### config.mk
export PLATFORM = sky130hd
export DESIGN_NAME = alu_core
export DESIGN_NICKNAME = d
export VERILOG_FILES = /design/src/rtl/alu_pkg.sv /design/src/rtl/alu_multiplier.sv /design/src/rtl/alu_core.sv
export VERILOG_INCLUDE_DIRS = /design/src /design/src/rtl
export SDC_FILE = /design/constraint.sdc
export NUM_CORES = 1
export LEC_CHECK = 0
export ABC_AREA = 1
export BUFFER_PORTS_ARGS = -buffer_cell sky130_fd_sc_hd__buf_2
export CAP_MARGIN = 20
export CELL_PAD_IN_SITES_DETAIL_PLACEMENT = 1
export CELL_PAD_IN_SITES_GLOBAL_PLACEMENT = 1
export CORE_MARGIN = 3
export CORE_UTILIZATION = 49
export DETAILED_ROUTE_END_ITERATION = 7
export PLACE_DENSITY_LB_ADDON = 0.1
export RECOVER_POWER = 100
export SLEW_MARGIN = 5
export SYNTH_ARGS = -nofsm -noshare
export SYNTH_HDL_FRONTEND = slang
export SYNTH_SLANG_ARGS = --single-unit
### constraint.sdc
create_clock -name CLK_I -period 10.7 [get_ports CLK_I]
set_clock_uncertainty 0.05 [all_clocks]
set_input_delay 0 -clock CLK_I [delete_from_list [all_inputs] [get_ports CLK_I]]
set_output_delay 0 -clock CLK_I [all_outputs]
set_load 0.02 [all_outputs]
### src/rtl/alu_regs.svh
// Constants of the arithmetic and logic datapath: widths, masks, cycle counts.
// Assumes inclusion by bare name from the package and design files.
`ifndef ALU_REGS_SVH
`define ALU_REGS_SVH

`define DATA_W          8
`define WORD_W          16
`define ALL_ONES        8'hFF
`define ALL_ZEROS       8'h00
`define ONE_BYTE        8'h01
`define ZERO_WORD       16'h0000
`define SIGN_BIT        7
`define WORD_SIGN_BIT   15
`define HALF_BIT        3
`define MAX_POS         8'h7F
`define MIN_NEG         8'h80
`define SHORT_CYCLES    1
`define LONG_CYCLES     2
`define FLAG_C          0
`define FLAG_Z          1
`define FLAG_N          2
`define FLAG_V          3
`define FLAG_S          4
`define FLAG_H          5
`define FLAGS_RESET     6'h00

`endif

### src/rtl/alu_pkg.sv
// Types of the arithmetic and logic datapath: operation codes and carriers.
// Assumes alu_regs.svh is on the include path.
`default_nettype none
`include "alu_regs.svh"

package alu_pkg;

  typedef enum logic [4:0] {
    OP_NONE,
    OP_SUM,
    OP_SUM_CARRY,
    OP_WORD_IMMEDIATE_SUM,
    OP_DIFFERENCE,
    OP_DIFFERENCE_CONSTANT,
    OP_BORROW_DIFFERENCE,
    OP_BORROW_CONSTANT_DIFFERENCE,
    OP_WORD_IMMEDIATE_DIFFERENCE,
    OP_AND,
    OP_OR,
    OP_EXCLUSIVE_OR,
    OP_BITWISE_INVERT,
    OP_ARITHMETIC_INVERSE,
    OP_BIT_SETTING,
    OP_BIT_CLEARING,
    OP_PLUS_ONE,
    OP_MINUS_ONE,
    OP_ZERO_MINUS_CHECK,
    OP_REGISTER_ZEROING,
    OP_REGISTER_ALL_ONES,
    OP_UNSIGNED_PRODUCT,
    OP_SIGNED_PRODUCT,
    OP_MIXED_SIGN_PRODUCT,
    OP_FRACTIONAL_UNSIGNED_PRODUCT,
    OP_FRACTIONAL_SIGNED_PRODUCT,
    OP_FRACTIONAL_MIXED_PRODUCT
  } op_t;

  // Request from the decoder and register file
  typedef struct packed {
    op_t                     op;
    logic [`DATA_W-1:0]      dest_value;
    logic [`DATA_W-1:0]      source_register;
    logic [`WORD_W-1:0]      word_value;
    logic [4:0]              dest_index;
  } alu_req_t;

  // Flag vector: H S V N Z C
  typedef logic [5:0] flags_t;

  // Result toward the register file
  typedef struct packed {
    logic                    write_byte;
    logic                    write_word;
    logic                    write_product;
    logic [4:0]              dest_index;
    logic [`WORD_W-1:0]      value;
  } alu_res_t;

endpackage : alu_pkg

`default_nettype wire

### src/rtl/alu_multiplier.sv
// 8x8 multiplier with per-operand signedness and optional fractional shift.
// Assumes operands held stable by the caller for the cycle it is sampled.
`default_nettype none
`include "alu_regs.svh"

module alu_multiplier
  import alu_pkg::*;
#(
  parameter int W = `DATA_W
) (
  input  wire logic [W-1:0]   a_i,
  input  wire logic [W-1:0]   b_i,
  input  wire logic           a_signed_i,
  input  wire logic           b_signed_i,
  input  wire logic           fractional_i,
  output logic [2*W-1:0]      product_o,
  output logic                carry_o
);

  logic signed [2*W+1:0] a_ext;
  logic signed [2*W+1:0] b_ext;
  logic signed [2*W+1:0] full;

  // ************************************************************
  // Product
  // ************************************************************
  always_comb begin
    a_ext = {{(W+2){a_signed_i & a_i[W-1]}}, a_i};
    b_ext = {{(W+2){b_signed_i & b_i[W-1]}}, b_i};
    full  = a_ext * b_ext;
    // Carry is bit 15 of the raw product, taken before the shift
    carry_o = full[2*W-1];
    if (fractional_i) begin
      product_o = {full[2*W-2:0], 1'b0};
    end else begin
      product_o = full[2*W-1:0];
    end
  end

endmodule : alu_multiplier

`default_nettype wire

### src/rtl/alu_core.sv
// Arithmetic and logic datapath of an 8-bit core with status flags.
// Assumes the decoder holds a request one cycle (two for long operations)
// and writes the result back to the register file it owns.
//
// Notes on behaviour
// (RL1) Sum and sum-with-carry write d+s(+C) in 1 cycle; Z C N V H.
// (RL2) Word immediate sum adds constant to pair in 2 cycles; Z C N V S.
// (RL3) Difference and borrow difference write d-s(-C) in 1 cycle; Z C N V H.
// (RL4) Difference constant writes d-K in one cycle; Z C N V H.
// (RL5) Borrow constant difference writes d-K-C; Z C N V H.
// (RL6) Word immediate difference subtracts constant from pair in 2 cycles; Z C N V S.
// (RL7) AND with register or constant in 1 cycle; only Z N V S.
// (RL8) OR with register or constant in 1 cycle; only Z N V S.
// (RL9) Bit setting ORs a mask into destination in one cycle; Z N V.
// (RL10) Bit clearing ANDs with FF minus mask in one cycle; Z N V.
// (RL11) Zero/minus check ANDs register with itself; Z N V.
// (RL12) Integer products into low pair in 2 cycles; only Z and C.
// (RL13) Fractional products shifted left one into low pair, 2 cycles; Z C.
// (RL14) XOR in one cycle Z N V; zeroing is XOR self; all-ones keeps flags.
// (RL15) Invert is FF-d, inverse is 00-d; Z C N V, inverse adds H.
// (RL16) Plus and minus one in one cycle; Z N V, carry unchanged.
`default_nettype none
`include "alu_regs.svh"

module alu_core
  import alu_pkg::*;
#(
  parameter int W = `DATA_W
) (
  input  wire logic     CLK_I,
  input  wire logic     RESET_N_I,
  input  wire logic     REQ_VALID_I,
  input  wire alu_req_t REQ_I,
  output logic          BUSY_O,
  output alu_res_t      RES_O,
  output flags_t        FLAGS_O
);

  typedef enum logic [1:0] {
    ST_IDLE,
    ST_SECOND
  } state_t;

  state_t             state_ff;
  state_t             nxt_state;
  alu_req_t           held_ff;
  alu_res_t           res_ff;
  alu_res_t           nxt_res;
  flags_t             flags_ff;
  flags_t             nxt_flags;
  logic               busy_ff;
  logic [W-1:0]       d;
  logic [W-1:0]       s;
  logic [W-1:0]       r;
  logic [`WORD_W-1:0] wr;
  logic [2*W-1:0]     prod;
  logic               prod_c;
  logic               mul_as;
  logic               mul_bs;
  logic               mul_fr;
  logic               cin;

  function automatic logic is_long(input op_t op);
    is_long = op inside {OP_WORD_IMMEDIATE_SUM, OP_WORD_IMMEDIATE_DIFFERENCE,
                         OP_UNSIGNED_PRODUCT, OP_SIGNED_PRODUCT, OP_MIXED_SIGN_PRODUCT,
                         OP_FRACTIONAL_UNSIGNED_PRODUCT, OP_FRACTIONAL_SIGNED_PRODUCT,
                         OP_FRACTIONAL_MIXED_PRODUCT};
  endfunction : is_long

  // Logic result flags: Z N V with V cleared, S from N
  function automatic flags_t logic_flags(input flags_t f, input logic [W-1:0] v);
    logic_flags = f;
    logic_flags[`FLAG_Z] = (v == `ALL_ZEROS);
    logic_flags[`FLAG_N] = v[`SIGN_BIT];
    logic_flags[`FLAG_V] = 1'b0;
    logic_flags[`FLAG_S] = v[`SIGN_BIT];
  endfunction : logic_flags

  // Byte sum/difference flags: Z C N V S H
  function automatic flags_t arith_flags(input flags_t f, input logic [W-1:0] a,
                                         input logic [W-1:0] b, input logic [W-1:0] v,
                                         input logic sub, input logic keep_z);
    logic c7;
    logic h3;
    logic ov;
    logic a7;
    logic b7;
    logic v7;
    logic a3;
    logic b3;
    logic v3;
    a7 = a[`SIGN_BIT];
    b7 = b[`SIGN_BIT];
    v7 = v[`SIGN_BIT];
    a3 = a[`HALF_BIT];
    b3 = b[`HALF_BIT];
    v3 = v[`HALF_BIT];
    if (sub) begin
      c7 = (~a7 & b7) | (b7 & v7) | (v7 & ~a7);
      h3 = (~a3 & b3) | (b3 & v3) | (v3 & ~a3);
      ov = (a7 & ~b7 & ~v7) | (~a7 & b7 & v7);
    end else begin
      c7 = (a7 & b7) | (b7 & ~v7) | (~v7 & a7);
      h3 = (a3 & b3) | (b3 & ~v3) | (~v3 & a3);
      ov = (a7 & b7 & ~v7) | (~a7 & ~b7 & v7);
    end
    arith_flags = f;
    // Borrow variants only keep Z when the result is zero
    arith_flags[`FLAG_Z] = (v == `ALL_ZEROS) & (~keep_z | f[`FLAG_Z]);
    arith_flags[`FLAG_C] = c7;
    arith_flags[`FLAG_H] = h3;
    arith_flags[`FLAG_N] = v[`SIGN_BIT];
    arith_flags[`FLAG_V] = ov;
    arith_flags[`FLAG_S] = v[`SIGN_BIT] ^ ov;
  endfunction : arith_flags

  // ************************************************************
  // Multiplier
  // ************************************************************
  always_comb begin
    mul_as = held_ff.op inside {OP_SIGNED_PRODUCT, OP_MIXED_SIGN_PRODUCT,
                                OP_FRACTIONAL_SIGNED_PRODUCT, OP_FRACTIONAL_MIXED_PRODUCT};
    mul_bs = held_ff.op inside {OP_SIGNED_PRODUCT, OP_FRACTIONAL_SIGNED_PRODUCT};
    mul_fr = held_ff.op inside {OP_FRACTIONAL_UNSIGNED_PRODUCT,
                                OP_FRACTIONAL_SIGNED_PRODUCT, OP_FRACTIONAL_MIXED_PRODUCT};
  end

  alu_multiplier #(
    .W (W)
  ) u_mul (
    .a_i          (held_ff.dest_value),
    .b_i          (held_ff.source_register),
    .a_signed_i   (mul_as),
    .b_signed_i   (mul_bs),
    .fractional_i (mul_fr),
    .product_o    (prod),
    .carry_o      (prod_c)
  );

  // ************************************************************
  // Next result and flags
  // ************************************************************
  always_comb begin
    d         = REQ_I.dest_value;
    s         = REQ_I.source_register;
    cin       = flags_ff[`FLAG_C];
    r         = `ALL_ZEROS;
    wr        = `ZERO_WORD;
    nxt_flags = flags_ff;
    nxt_state = state_ff;
    nxt_res   = '0;
    nxt_res.dest_index = REQ_I.dest_index;
    unique case (state_ff)
      ST_IDLE: begin
        if (REQ_VALID_I && is_long(REQ_I.op)) begin
          nxt_state = ST_SECOND;
        end else if (REQ_VALID_I) begin
          nxt_res.write_byte = 1'b1;
          unique case (REQ_I.op)
            OP_SUM: begin
              r = W'(d + s); // RL1
              nxt_flags = arith_flags(flags_ff, d, s, r, 1'b0, 1'b0); // RL1
            end
            OP_SUM_CARRY: begin
              r = W'(d + s + {{(W-1){1'b0}}, cin}); // RL1
              nxt_flags = arith_flags(flags_ff, d, s, r, 1'b0, 1'b0); // RL1
            end
            OP_DIFFERENCE, OP_DIFFERENCE_CONSTANT: begin
              r = W'(d - s); // RL3 RL4
              nxt_flags = arith_flags(flags_ff, d, s, r, 1'b1, 1'b0); // RL3 RL4
            end
            OP_BORROW_DIFFERENCE, OP_BORROW_CONSTANT_DIFFERENCE: begin
              r = W'(d - s - {{(W-1){1'b0}}, cin}); // RL3 RL5
              nxt_flags = arith_flags(flags_ff, d, s, r, 1'b1, 1'b1); // RL3 RL5
            end
            OP_AND: begin
              r = d & s; // RL7
              nxt_flags = logic_flags(flags_ff, r); // RL7
            end
            OP_OR, OP_BIT_SETTING: begin
              r = d | s; // RL8 RL9
              nxt_flags = logic_flags(flags_ff, r); // RL8 RL9
            end
            OP_BIT_CLEARING: begin
              r = d & W'(`ALL_ONES - s); // RL10
              nxt_flags = logic_flags(flags_ff, r); // RL10
            end
            OP_ZERO_MINUS_CHECK: begin
              r = d & d; // RL11
              nxt_flags = logic_flags(flags_ff, r); // RL11
            end
            OP_EXCLUSIVE_OR: begin
              r = d ^ s; // RL14
              nxt_flags = logic_flags(flags_ff, r); // RL14
            end
            OP_REGISTER_ZEROING: begin
              r = d ^ d; // RL14
              nxt_flags = logic_flags(flags_ff, r); // RL14
            end
            OP_REGISTER_ALL_ONES: begin
              r = `ALL_ONES; // RL14
            end
            OP_BITWISE_INVERT: begin
              r = W'(`ALL_ONES - d); // RL15
              nxt_flags = logic_flags(flags_ff, r);
              nxt_flags[`FLAG_C] = 1'b1; // RL15
            end
            OP_ARITHMETIC_INVERSE: begin
              r = W'(`ALL_ZEROS - d); // RL15
              nxt_flags = arith_flags(flags_ff, `ALL_ZEROS, d, r, 1'b1, 1'b0); // RL15
            end
            OP_PLUS_ONE, OP_MINUS_ONE: begin
              r = (REQ_I.op == OP_PLUS_ONE) ? W'(d + `ONE_BYTE) : W'(d - `ONE_BYTE); // RL16
              nxt_flags = logic_flags(flags_ff, r);
              nxt_flags[`FLAG_V] = (REQ_I.op == OP_PLUS_ONE) ? (d == `MAX_POS) : (d == `MIN_NEG);
              nxt_flags[`FLAG_S] = r[`SIGN_BIT] ^ nxt_flags[`FLAG_V]; // RL16
            end
            default: begin
              nxt_res.write_byte = 1'b0;
            end
          endcase
          nxt_res.value = {{(`WORD_W-W){1'b0}}, r};
        end
      end
      ST_SECOND: begin
        nxt_state = ST_IDLE;
        nxt_res.dest_index = held_ff.dest_index;
        if (held_ff.op == OP_WORD_IMMEDIATE_SUM) begin
          wr = held_ff.word_value + {{(`WORD_W-W){1'b0}}, held_ff.source_register}; // RL2
          nxt_flags[`FLAG_V] = ~held_ff.word_value[`WORD_SIGN_BIT] & wr[`WORD_SIGN_BIT];
          nxt_flags[`FLAG_C] = ~wr[`WORD_SIGN_BIT] & held_ff.word_value[`WORD_SIGN_BIT];
          nxt_res.write_word = 1'b1;
        end else if (held_ff.op == OP_WORD_IMMEDIATE_DIFFERENCE) begin
          wr = held_ff.word_value - {{(`WORD_W-W){1'b0}}, held_ff.source_register}; // RL6
          nxt_flags[`FLAG_V] = held_ff.word_value[`WORD_SIGN_BIT] & ~wr[`WORD_SIGN_BIT];
          nxt_flags[`FLAG_C] = wr[`WORD_SIGN_BIT] & ~held_ff.word_value[`WORD_SIGN_BIT];
          nxt_res.write_word = 1'b1;
        end else begin
          wr = prod; // RL12 RL13
          nxt_flags[`FLAG_C] = prod_c; // RL12 RL13
          nxt_res.write_product = 1'b1;
        end
        nxt_flags[`FLAG_Z] = (wr == `ZERO_WORD);
        if (nxt_res.write_word) begin
          nxt_flags[`FLAG_N] = wr[`WORD_SIGN_BIT]; // RL2 RL6
          nxt_flags[`FLAG_S] = wr[`WORD_SIGN_BIT] ^ nxt_flags[`FLAG_V]; // RL2 RL6
        end
        nxt_res.value = wr;
      end
      default: begin
        nxt_state = ST_IDLE;
      end
    endcase
  end

  // ************************************************************
  // State and held request
  // ************************************************************
  always_ff @(posedge CLK_I or negedge RESET_N_I) begin
    if (!RESET_N_I) begin
      state_ff <= ST_IDLE;
      busy_ff  <= 1'b0;
    end else begin
      state_ff <= nxt_state;
      busy_ff  <= (nxt_state == ST_SECOND);
    end
  end

  always_ff @(posedge CLK_I or negedge RESET_N_I) begin
    if (!RESET_N_I) begin
      held_ff <= '0;
    end else if (state_ff == ST_IDLE && REQ_VALID_I) begin
      held_ff <= REQ_I;
    end
  end

  // ************************************************************
  // Result and flags
  // ************************************************************
  always_ff @(posedge CLK_I or negedge RESET_N_I) begin
    if (!RESET_N_I) begin
      res_ff   <= '0;
      flags_ff <= `FLAGS_RESET;
    end else begin
      res_ff   <= nxt_res;
      flags_ff <= nxt_flags;
    end
  end

  assign BUSY_O  = busy_ff;
  assign RES_O   = res_ff;
  assign FLAGS_O = flags_ff;

endmodule : alu_core

`default_nettype wire

# Yosys cells after proc, flatten, opt, wreduce, memory -nomap -nowiden

Cells that the tools add are included.

Register bits after elaboration: 75
Bits of input ports: 45
Output and inout port bits: 31
Word-level logic and storage cells: 259

Add/subtract/negate cells: 11
$mul: 1
Equality and inequality tests: 49
Multiplexer cells: 53
Bitwise operators: 97
Reductions and logical operators: 32

Operators by type and width:

| cell                  | count |
|---|---|
| $pmux W8 S14          | 1 |
| $logic_not A8 Y1      | 13 |
| $eq A5 B5 Y1 const B  | 16 |
| $mux W16              | 5 |
| $pmux W6 S13          | 1 |
| $eq A5 B4 Y1 const B  | 9 |
| $and A1 B1 Y1         | 39 |
| $mux W1               | 37 |
| $pmux W16 S2          | 1 |
| $and A8 B8 Y8         | 3 |
| $or A1 B1 Y1          | 24 |
| $not A1 Y1            | 21 |
| $eq A5 B3 Y1 const B  | 4 |
| $ne A2 B2 Y1 const B  | 10 |
| $reduce_or A18 Y1     | 1 |
| $add A16 B8 Y16       | 1 |
| $logic_not A16 Y1     | 1 |
| $mul A9 B9 Y16        | 1 |
| $mux W8               | 2 |
| $sub A16 B8 Y16       | 1 |
| $sub A8 B8 Y8 const A | 2 |
| $xor A8 B8 Y8         | 2 |
| $eq A5 B2 Y1 const B  | 3 |
| $ne A14 B1 Y1 const B | 1 |
| other kinds (30)      | 44 |

# Logic depth before layout (Yosys ltp)

Gate-level depths: netlist of the first run.

Depth after elaboration: 14
Gate-level depth with buffers: 32
Mapped depth without buffers: 32

# By module

A second synthesis of the first run with hierarchy kept.

Cells, all modules: 1692
Area total of the unflattened synthesis: 11036.8 um^2

Modules (own cells, without submodules):

| module         | instances | cells each | area an instance (um^2) | sequential area each (um^2) |
|---|---|---|---|---|
| alu_core       | 1         | 1229       | 7831.3                  | 1876.8 |
| alu_multiplier | 1         | 463        | 3205.6                  | 0.0 |

# Worst setup path before layout of the first run

No wires, ideal clock.

Path type: register to register
Start point: register held_ff[39] (netlist name)
End point: register flags_ff[4] (netlist: FLAGS_O[4])
Setup time: 117 ps
Arrival time: 5522 ps
Required time: 10533 ps
Setup slack: 5011 ps
Stages on the path, launching flop included: 29
Path buffers: 0
Period minus slack after synthesis: 5689 ps
Cells stage by stage: dfrtp_1 -> inv_1 -> nand2_1 -> o21ai_0 -> nand3_1 -> or2_2 -> fa_1 -> fa_1 -> inv_1 -> fa_1 -> fa_1 -> inv_1 -> fa_1 -> inv_1 -> ha_1 -> nand2_1 -> o21bai_1 -> nand2_1 -> nand2_1 -> nand3_1 -> xor2_1 -> o21ai_0 -> inv_1 -> nand2_2 -> nand2_2 -> nand2_1 -> nand2_1 -> nor2_1 -> nor2_1

Cells in the longest elaborated chain, start to end: 11
Elaborated cells between the ends (all ways): 28
Those cells by class: mul: 1; eq/ne: 8; mux: 12; bitwise: 3; reduce/logical: 4

RTL lines:

| what                                                            | RTL line                                          | text |
|---|---|---|
| from (decl)                                                     | alu_core.sv:46                                    | `alu_req_t held_ff;` |
| from (signal assigned)                                          | alu_core.sv:271                                   | `held_ff <= '0;` |
| from (signal assigned)                                          | alu_core.sv:273                                   | `held_ff <= REQ_I;` |
| $eq A5 B5 Y1 (on tied branches)                                 | alu_core.sv:121, alu_core.sv:123, alu_core.sv:124 |  |
| $reduce_bool A4 Y1 / $reduce_bool A2 Y1 (equally long branches) | alu_core.sv:121, alu_core.sv:123                  |  |
| $and A1 B1 Y1 (on tied branches)                                | alu_multiplier.sv:28, alu_multiplier.sv:29        |  |
| $mul A9 B9 Y16                                                  | alu_multiplier.sv:30                              | `full = a_ext * b_ext;` |
| $mux W16                                                        | alu_multiplier.sv:33                              | `if (fractional_i) begin` |
| $mux W16                                                        | alu_core.sv:233                                   | `end else if (held_ff.op == OP_WORD_IMMEDIATE_DIFFERENCE) begin` |
| $mux W16                                                        | alu_core.sv:228                                   | `if (held_ff.op == OP_WORD_IMMEDIATE_SUM) begin` |
| $mux W16                                                        | alu_core.sv:153                                   | `unique case (state_ff)` |
| $xor A1 B1 Y1                                                   | alu_core.sv:246                                   | `` nxt_flags[`FLAG_S] = wr[`WORD_SIGN_BIT] ^ nxt_flags[`FLAG_V]; `` |
| $mux W1                                                         | alu_core.sv:244                                   | `if (nxt_res.write_word) begin` |
| $pmux W5 S2                                                     | alu_core.sv:153                                   |  |
| to (signal assigned)                                            | alu_core.sv:283                                   | `` flags_ff <= `FLAGS_RESET; `` |
| to (signal assigned)                                            | alu_core.sv:286                                   | `flags_ff <= nxt_flags;` |
| to (decl)                                                       | alu_core.sv:49                                    | `flags_t flags_ff;` |

Several ways; a longest one is shown, not always the timed one. The select of a mux whose other input is x is not followed.
A chain may end at the register's enable or synchronous reset.

# Worst setup path after layout of the first run

Start point: register held_ff[39] (netlist name)
End point: register flags_ff[2] (netlist: FLAGS_O[2])

Cells in the longest elaborated chain, start to end: 10
Elaborated cells between the ends (all ways): 24
Those cells by class: mul: 1; eq/ne: 8; mux: 9; bitwise: 2; reduce/logical: 4

RTL lines:

| what                                                            | RTL line |
|---|---|
| $eq A5 B5 Y1 (on tied branches)                                 | alu_core.sv:121, alu_core.sv:123, alu_core.sv:124 |
| $reduce_bool A4 Y1 / $reduce_bool A2 Y1 (equally long branches) | alu_core.sv:121, alu_core.sv:123 |
| $and A1 B1 Y1 (on tied branches)                                | alu_multiplier.sv:28, alu_multiplier.sv:29 |
| $mul A9 B9 Y16                                                  | alu_multiplier.sv:30 |
| $mux W16                                                        | alu_multiplier.sv:33 |
| $mux W16                                                        | alu_core.sv:233 |
| $mux W16                                                        | alu_core.sv:228 |
| $mux W16                                                        | alu_core.sv:153 |
| $mux W1                                                         | alu_core.sv:244 |
| $pmux W5 S2                                                     | alu_core.sv:153 |

Several ways; a longest one is shown, not always the timed one. The select of a mux whose other input is x is not followed.

==> metrics.yaml, run 1 <==
cpPeakStageDelay_ns: 1.10
multi_input_area_um2: 7530
synth_cell_types: 52
power.leakage_nw: 6.45
post_cts_resized: 0
synth_top_family_by_area: "simple AND/OR/NAND/NOR gates"
dieArea_um2: 23900
slowest_stage: "o21ai_0"
worstHoldStart: "REQ_I[24]"
p_per_area_nw_per_um2: 166
period_needed_ns: 7.70
clkLatencyLatePin_ns: 0.36
start_util_pct: 50.7
r2r_start: "held_ff[39]$_DFFE_PN0P_"
synth_top_cell_by_area: "dfrtp_1"
drt-total-wl_um: 44400
muxShareOfSynthArea_pct: 0
critPathCapture: "FLAGS_O[2]$_DFFE_PN0P_"
numCtsBuffers: 9
dp_hpwl_um: 35200
cts_sinks: 75
crit_type: "flop to flop"
drtAntennaViolNets: 0
grt_overflow: 0
rsz0062_at_grt: "false"
synth_area_um2: 10800
worstReg2RegEnd: "FLAGS_O[2]$_DFFE_PN0P_"
syn_nets: 1841
synth_xor_area_share_pct: 1.86
wl_per_cell_um: 22.4
p_seq_share_pct: 19.6
switching_share_pct: 53.2
gp_congestion: 0.978
nets: 1915
core-area_um2: 21400
outcome: "finished, violations left"
synth.yosys.seq_area_share_pct: 17.3
p_int_mw: 0.921
grt_pass1_vias: 12700
ff2ff_path_depth: 28
fmax_mhz: 130
synth_flop_cell: "dfrtp_1"
antenna_found_initial: 1
htreeDepth: 3
busiest_layer: "met2"
ir_drop_mv: 0.0955
clockBufferDepth: 2
r2r_slack_ns: 3.00
synth_adder_area_share_pct: 24.6
ys_async_sr_fraction_pct: 100
met1_usage_pct: 45.0
power.switching_mw: 1.05
avgSynthCellArea_um2: 6.66
critical_path_required_ns: 10.94
path_clk_slew_ns: 0.08
yosysMostFrequentCell: "nand2_1"
syn_inst: 1626
yosys_register_bits: 75
dpl_cell_area_um2: 11400
end_kind: "flop"
crit_fanout: 14
yosys.area.top_type_share_pct: 17.3
final_max_slew_viol_count: 160
areaGrowthSynthToFinish_pct: 9.49
synth_area_leaders: "dfrtp_1 17%, nand2_1 15%, fa_1 13%, ha_1 11%, inv_1 9.8%"
vias: 11700
die_y_um: 155
finalSetupViolCount: 0
drv_cap: 3
hold_path_class: "input port to flop"
violations: "max-capacitance violations, max-slew violations"
p_comb_share_pct: 63.6
start_kind: "flop"
first_pass_iters: 5
diodes: 0
fin_crit_sh_pct: 71.9
synth_commonest_cells: "443 x nand2_1, 282 x inv_1, 126 x nand3_1"
avgViaCountPerCell: 5.89
grt_max_degree: 76
fin_tns_setup_ns: 0
synth_simple_gate_area_share_pct: 32.6
port_buffers: 75
setup.worst_path.start: "held_ff[39]$_DFFE_PN0P_"
n_fill_cell: 2937
final_area_um2: 11900
yosysWarnings: 0
tightest_slew_ns: 4.35
grt_first_pass_wirelength_um: 69100
io_pins: 76
worstPathArrival_ns: 7.94
first_iter_violations: 845
regArea_um2: 1880
cts_tree: "built"
hold_viol_final: 0
dieWidth_um: 155
maxSlewHeadroom_pct: -190
synth_compound_area_share_pct: 10.9
grt_util_all_layers_pct: 37.3
drcViolationCount: 0
root_buffer: "clkbuf_16"
drive_above_1_share_pct: 7.16
num_rows: 53
synth_edf_count: 0
grtUsageMet2_pct: 64.6
pwr-share-clk_pct: 16.8
cpMostUsedCell: "inv_1"
met3_usage_pct: 6.10
==> worst max-delay path, delay by kind of cell (launching register included) <==
family,cells,cell delay [ns]
compound gates,2,1.21
xor+xnor,1,0.18
buf+inv,8,0.94
fa+ha+maj,6,3.00
flops,1,0.43
simple gates,11,1.82
==> worst min path at each step <==
| stage | endpoint | cells after the start |
|---|---|---|
| 2_1_floorplan | BUSY_O$_DFF_PN0_ | 0 |
| 3_3_place_gp | held_ff[6]$_DFFE_PN0P_ | 3 |
| 3_5_place_dp | held_ff[6]$_DFFE_PN0P_ | 3 |
| 4_1_cts | held_ff[24]$_DFFE_PN0P_ | 3 |
| 5_1_grt | held_ff[24]$_DFFE_PN0P_ | 3 |
| 6_report | held_ff[24]$_DFFE_PN0P_ | 3 |
==> through the flow <==
step	util (%)	hold WS, ns	setup WS, ns	instances	power [mW]
floorplan	-	-0.346	5.01	1626	1.20
global placement	53.2	0.155	4.46	1933	1.54
detailed placement	53.2	0.159	4.07	1933	1.59
CTS	56.1	0.00785	3.93	1980	1.95
global route	55.5	0.0477	2.51	1980	2.13
finish	55.5	0.00774	3.00	1980	1.97
==> layout make-up <==
class | instances | area share [%]
repair buffers | 109 | 5.53
flip-flops and latches | 75 | 15.8
well taps | 275 | 2.90
clock buffers | 9 | 1.90
inverters | 304 | 9.62
multi-input cells | 1201 | 63.5
clock inverters | 7 | 0.707
==> layer usage <==
metal  share of wire (%)  vias up
li1                    -     5285
met1                  39     5702
met2                  49      518
met3                 7.0      166
met4                 5.4        0
met5                   0        -
==> cell families (layout without fill, tap and decap cells) <==
logic type	after synthesis	in the layout
AO/OA/AOI/OAI	199	199
XOR/XNOR	23	23
adder cells (fa/ha/maj)	170	170
buffers and inverters	350	429
flip-flops	75	75
other	1	1
AND/OR/NAND/NOR	808	808
==> layout by cell type (no fill, tap or decap), drive strengths merged, types with 4 or more instances in the layout <==
master / netlist / routed
a21oi: 55 / 55
a221oi: 4 / 4
a31oi: 4 / 4
buf: 16 / 42
clkbuf: 30 / 45
clkinv: 4 / 6
dfrtp: 75 / 75
dlygate4sd3: 0 / 31
fa: 72 / 72
ha: 98 / 98
inv: 300 / 303
nand2: 458 / 458
nand3: 132 / 132
nand3b: 6 / 6
nand4: 32 / 32
nor2: 139 / 139
nor3: 22 / 22
nor4: 5 / 5
o2111ai: 5 / 5
o211ai: 16 / 16
o21ai: 85 / 85
o21bai: 4 / 4
o22ai: 16 / 16
or2: 11 / 11
xnor2: 9 / 9
xor2: 14 / 14
==> power by group through the flow <==
stage / clock (mW) / sequential, mW / combinational (mW)
floorplan: 0 / 0.359 / 0.844
global placement: 0 / 0.384 / 1.16
detailed placement: 0 / 0.387 / 1.21
CTS: 0.333 / 0.383 / 1.24
global route: 0.344 / 0.389 / 1.40
finish: 0.330 / 0.387 / 1.25
==> sequential cells by signal (all words and copies together) (netlist names) <==
signal	cells
FLAGS_O	6
held_ff	42
RES_O	24
BUSY_O	1
state_ff	2
==> timing repair <==
action	4_1_cts	5_1_grt
hold buffers	31	0
buffers inserted	0	0
hold endpoints to repair	111	0
Note: power is estimated with default switching activity, not from simulation.
==> inputs of run 2 (changes only) <==
--- a/config.mk
+++ b/config.mk
@@ -12,7 +12,7 @@
 export CELL_PAD_IN_SITES_DETAIL_PLACEMENT = 1
 export CELL_PAD_IN_SITES_GLOBAL_PLACEMENT = 1
 export CORE_MARGIN = 3
-export CORE_UTILIZATION = 49
+export CORE_UTILIZATION = 41
 export DETAILED_ROUTE_END_ITERATION = 7
 export PLACE_DENSITY_LB_ADDON = 0.1
 export RECOVER_POWER = 100
==> constraint.sdc (replaced) <==
create_clock -name CLK_I -period 7.07 [get_ports CLK_I]
set_clock_uncertainty 0.05 [all_clocks]
set_input_delay 0 -clock CLK_I [delete_from_list [all_inputs] [get_ports CLK_I]]
set_output_delay 0 -clock CLK_I [all_outputs]
set_load 0.02 [all_outputs]
==> run 2 against run 1 <==
The flow still finishes with violations (max-capacitance violations, max-slew violations); sequential power increased by 49%; critical path depth decreased by 1; die area increased by 19%; clock-buffer cell count is the same; non-clock buffer count grew 4; via count down 4.8%; register-to-register slack lost 2.5 ns; critical endpoint is now FLAGS_O[1]$_DFFE_PN0P_; largest cell class unchanged; largest power group unchanged.
==> metrics.yaml, run 2 (synthesis gave the netlist of run 1 again) <==
outcome: "finished, violations left"
top_register: "held_ff"
period_needed_ns: 6.57
root_buffer: "clkbuf_16"
crit_type: "flop to flop"
first_iter_violations: 729
drcViolationCount: 0
cts_sinks: 75
maxSlewHeadroom_pct: -187
port_buffers: 75
tightest_slew_ns: 4.31
ir_drop_mv: 0.136
areaGrowthSynthToFinish_pct: 10.7
die_y_um: 169
diodes: 0
dieWidth_um: 169
fin_crit_sh_pct: 92.9
clkLatencyLatePin_ns: 0.35
clockBufferDepth: 2
htreeDepth: 3
numCtsBuffers: 9
grt_util_all_layers_pct: 30.1
drv_cap: 3
cts_tree: "built"
avgViaCountPerCell: 5.45
drt-total-wl_um: 42300
drtAntennaViolNets: 0
whs_ns: 0.0362
p_per_area_nw_per_um2: 241
fin_tns_setup_ns: 0
gp_congestion: 0.977
num_rows: 58
io_pins: 76
dieArea_um2: 28400
worstPathArrival_ns: 6.79
rsz0062_at_grt: "false"
path_clk_slew_ns: 0.07
grt_pass1_vias: 12000
crit_fanout: 11
vias: 11100
place_ws_ns: 0.510
wl_per_cell_um: 20.7
dp_hpwl_um: 34500
drive_above_1_share_pct: 7.43
grt_max_degree: 76
timing.final.ws_setup_ns: 0.504
core-area_um2: 25500
nets: 1919
end_kind: "flop"
hold_viol_final: 0
power.leakage_nw: 6.49
layout_commonest_cell: "nand2_1"
fmax_mhz: 152
finalSetupViolCount: 0
grt_first_pass_wirelength_um: 66800
start_kind: "flop"
n_fill_cell: 3441
violations: "max-capacitance violations, max-slew violations"
layout_common_cells: "444 x nand2_1, 283 x inv_1, 127 x nor2_1"
start_util_pct: 42.4
largest_register_ffs: 42
critical_path_required_ns: 7.29
hold_path_class: "input port to flop"
final_max_slew_viol_count: 160
first_pass_iters: 5
antenna_found_initial: 1
grt_overflow: 0
## run 2: worst max-delay path, stage by stage, from the launching register on
cell     delay, ns
dfrtp_1       0.61
inv_1         0.19
nor3_1        0.36
nand3_2       0.27
or2_2         0.36
fa_1          0.51
fa_1          0.54
inv_1         0.05
fa_1          0.50
fa_1          0.54
inv_1         0.05
fa_1          0.54
inv_1         0.06
ha_1          0.36
nand2_1       0.09
nor2_1        0.18
nand2_1       0.10
nand4_1       0.13
nand3_1       0.12
nand3_1       0.12
nand2_1       0.07
nand2_1       0.08
nand2_1       0.07
nor2_1        0.13
nand3_1       0.11
nor2_1        0.11
nand3_1       0.08
a21oi_1       0.12
## run 2: power breakdown
part           switching (mW)  leakage (nW)  internal, mW
sequential             0.0969         0.952         0.481
clock                   0.211         0.150         0.281
combinational            1.20          5.38         0.622
## run 2: cell type report
| cell class | instances | area [µm²] | area share [%] |
|---|---|---|---|
| Tap cell | 330 | 413 | 3.44 |
| Timing Repair Buffer | 113 | 693 | 5.78 |
| Inverter | 304 | 1140 | 9.52 |
| Sequential cell | 75 | 1880 | 15.7 |
| Clock buffer | 9 | 225 | 1.88 |
| Clock inverter | 7 | 82.6 | 0.689 |
| Multi-Input combinational cell | 1201 | 7560 | 63.0 |
## run 2: metal layers
layer  wire [µm]  track usage [%]
met5           0                0
met2       21300             55.3
met3        1510             2.50
met4        1420             10.3
met1       18100             37.3
## run 2: worst paths after layout
check	start	end	slack, ns	cells after the start
setup / recovery	held_ff[28]$_DFFE_PN0P_	FLAGS_O[1]$_DFFE_PN0P_	0.50	27
hold / removal	REQ_I[24]	held_ff[24]$_DFFE_PN0P_	0.04	3
setup reg to reg	held_ff[28]$_DFFE_PN0P_	FLAGS_O[1]$_DFFE_PN0P_	0.50	27
hold reg to reg	held_ff[2]$_DFFE_PN0P_	held_ff[2]$_DFFE_PN0P_	0.44	2
max in group asynchronous	RESET_N_I	RES_O[14]$_DFF_PN0_	2.87	2
min in group asynchronous	RESET_N_I	held_ff[10]$_DFFE_PN0P_	1.68	2
## run 2: metrics by stage
step           cell area (µm²)  power (mW)  instances  util, %
6_report                 12000        2.89       2039     46.9
5_1_grt                  12000        3.18       2039     46.9
4_1_cts                  12100        2.91       2039     47.3
3_5_place_dp             11400        2.37       1989     44.8
3_3_place_gp             11400        2.34       1989     44.8
2_1_floorplan            10800        1.82       1626        -
## run 2: repair_timing
item                                    in CTS  in global routing
endpoints found under the setup margin       0                  2
endpoints found under the hold margin      115                  0
hold buffers                                34                  0
resized for setup                            0                  1
setup buffers                                0                  0
==> inputs of run 3 (changes only) <==
--- a/config.mk
+++ b/config.mk
@@ -14,7 +14,7 @@
 export CORE_MARGIN = 3
 export CORE_UTILIZATION = 41
 export DETAILED_ROUTE_END_ITERATION = 7
-export PLACE_DENSITY_LB_ADDON = 0.1
+export PLACE_DENSITY = 0.75
 export RECOVER_POWER = 100
 export SLEW_MARGIN = 5
 export SYNTH_ARGS = -nofsm -noshare
==> run 3 against run 2 <==
The flow still finishes with violations (max-capacitance violations, max-slew violations); sequential cell count stayed put; power increased by 0.74%; clock power shrank 1%; largest cell class unchanged; critical path depth rose by 3; worst hold slack got worse by 0.016 ns; via count is 1.2% higher; final cell count grew 0.20%; wire length shrank 0.14%; critical path type unchanged; sequential power is 0.9% higher; setup slack better by 0.12 ns.
==> metrics.yaml, run 3 (synthesis gave the netlist of run 1 again) <==
outcome: "finished, violations left"
violations: "max-capacitance violations, max-slew violations"
start_kind: "flop"
io_pins: 76
critical_path_required_ns: 7.28
avgViaCountPerCell: 5.50
numCtsBuffers: 9
fin_tns_setup_ns: 0
crit_fanout: 11
rsz0062_at_grt: "false"
period_needed_ns: 6.45
grt_max_degree: 76
dp_hpwl_um: 34100
power.leakage_nw: 6.49
areaGrowthSynthToFinish_pct: 10.8
regArea_um2: 1880
num_rows: 58
drcViolationCount: 0
final_max_slew_viol_count: 155
drv_cap: 3
cts_sinks: 75
worstPathArrival_ns: 6.66
core-area_um2: 25500
slowest_stage: "dfrtp_1"
crit_type: "flop to flop"
first_iter_violations: 838
gp_congestion: 0.949
diodes: 0
fin_crit_sh_pct: 91.2
place_ws_ns: 0.754
dp.cells: 1991
final_cells: 2043
tightest_slew_ns: 3.77
top_register: "held_ff"
clkLatencyLatePin_ns: 0.36
hold_path_class: "input port to flop"
cpPeakStageDelay_ns: 0.57
cts_tree: "built"
dieWidth_um: 169
multi_input_area_um2: 7560
finalSetupViolCount: 0
end_kind: "flop"
nets: 1923
port_buffers: 75
drive_above_1_share_pct: 7.36
grt_overflow: 0
cpMostUsedCell: "nand2_1"
fmax_mhz: 155
path_clk_slew_ns: 0.08
drt-total-wl_um: 42200
grt_first_pass_wirelength_um: 66100
p_per_area_nw_per_um2: 242
p_comb_share_pct: 63.3
htreeDepth: 3
clockBufferDepth: 2
timing.final.ws_setup_ns: 0.622
die_y_um: 169
p_int_mw: 1.35
pwr-share-clk_pct: 16.7
postLayoutCoreUtil_pct: 47.0
ir_drop_mv: 0.139
switching_share_pct: 53.6
wl_per_cell_um: 20.7
p_seq_share_pct: 20.0
first_pass_iters: 5
largest_register_ffs: 42
hold_viol_final: 0
layout_common_cells: "446 x nand2_1, 283 x inv_1, 126 x nand3_1"
layout_commonest_cell: "nand2_1"
vias: 11200
grt_pass1_vias: 11700
power.switching_mw: 1.56
drtAntennaViolNets: 0
maxSlewHeadroom_pct: -151
dieArea_um2: 28400
antenna_found_initial: 0
start_util_pct: 42.4
n_fill_cell: 3443
root_buffer: "clkbuf_16"
grt_util_all_layers_pct: 29.6
==> run 3: changes by cell type in the layout (fill, tap and decap cells not counted), moves of 2 or more <==
cell      before  now
nand2_1      444  446
nor2_1       127  125
nor2_4         2    4
clkbuf_1      36   39
nand2_2       13   11
==> run 3: worst paths after layout <==
| path | start | endpoint | slack (ns) | depth (start not counted) |
|---|---|---|---|---|
| worst max register to register | held_ff[28]$_DFFE_PN0P_ | FLAGS_O[2]$_DFFE_PN0P_ | 0.62 | 30 |
| worst min-delay path | REQ_I[39] | held_ff[39]$_DFFE_PN0P_ | 0.02 | 3 |
| min in group asynchronous | RESET_N_I | held_ff[14]$_DFFE_PN0P_ | 0.68 | 3 |
| max in group asynchronous | RESET_N_I | held_ff[30]$_DFFE_PN0P_ | 2.27 | 4 |
| worst max-delay path | held_ff[28]$_DFFE_PN0P_ | FLAGS_O[2]$_DFFE_PN0P_ | 0.62 | 30 |
| worst min register to register | held_ff[3]$_DFFE_PN0P_ | held_ff[3]$_DFFE_PN0P_ | 0.44 | 2 |
==> run 3: power groups by stage <==
stage | combinational (mW) | clock (mW) | sequential (mW)
global route | 2.09 | 0.508 | 0.592
CTS | 1.85 | 0.493 | 0.580
floorplan | 1.28 | 0 | 0.543
global placement | 1.77 | 0 | 0.585
detailed placement | 1.81 | 0 | 0.587
finish | 1.84 | 0.486 | 0.583
==> run 3: through the flow <==
step	instance area, µm²	total power [mW]	hold WS (ns)
finish	12000	2.91	0.0199
global route	12000	3.19	0.0405
CTS	12100	2.92	0.00584
detailed placement	11400	2.40	0.175
global placement	11400	2.36	0.155
floorplan	10800	1.82	-0.346
==> run 3: cell type report <==
| class | count | share of cell area, % |
|---|---|---|
| Inverter | 304 | 9.50 |
| Sequential cell | 75 | 15.6 |
| Timing Repair Buffer | 117 | 5.97 |
| Clock inverter | 7 | 0.584 |
| Tap cell | 330 | 3.44 |
| Multi-Input combinational cell | 1201 | 63.0 |
| Clock buffer | 9 | 1.88 |
==> run 3: worst max-delay path, delay by kind of cell (launching register included) <==
kind,cells,cell delay (ns)
fa+ha+maj,6,2.98
simple gates,16,1.76
buf+inv,7,0.67
flops,1,0.57
compound gates,1,0.32
==> run 3: metal layers <==
layer  GRT usage [%]  part of all wire, %  up-vias
met5               0                    0        -
met4            7.26                  2.2        0
met3            2.71                  4.8       56
met2            52.2                   49      341
met1            39.4                   44     5538
li1                -                    -     5303
==> run 3: timing repair <==
action,4_1_cts,5_1_grt
hold endpoints to repair,117,7
setup endpoints to repair,0,0
hold buffers,34,1
buffers inserted,0,0
resized for setup,0,0
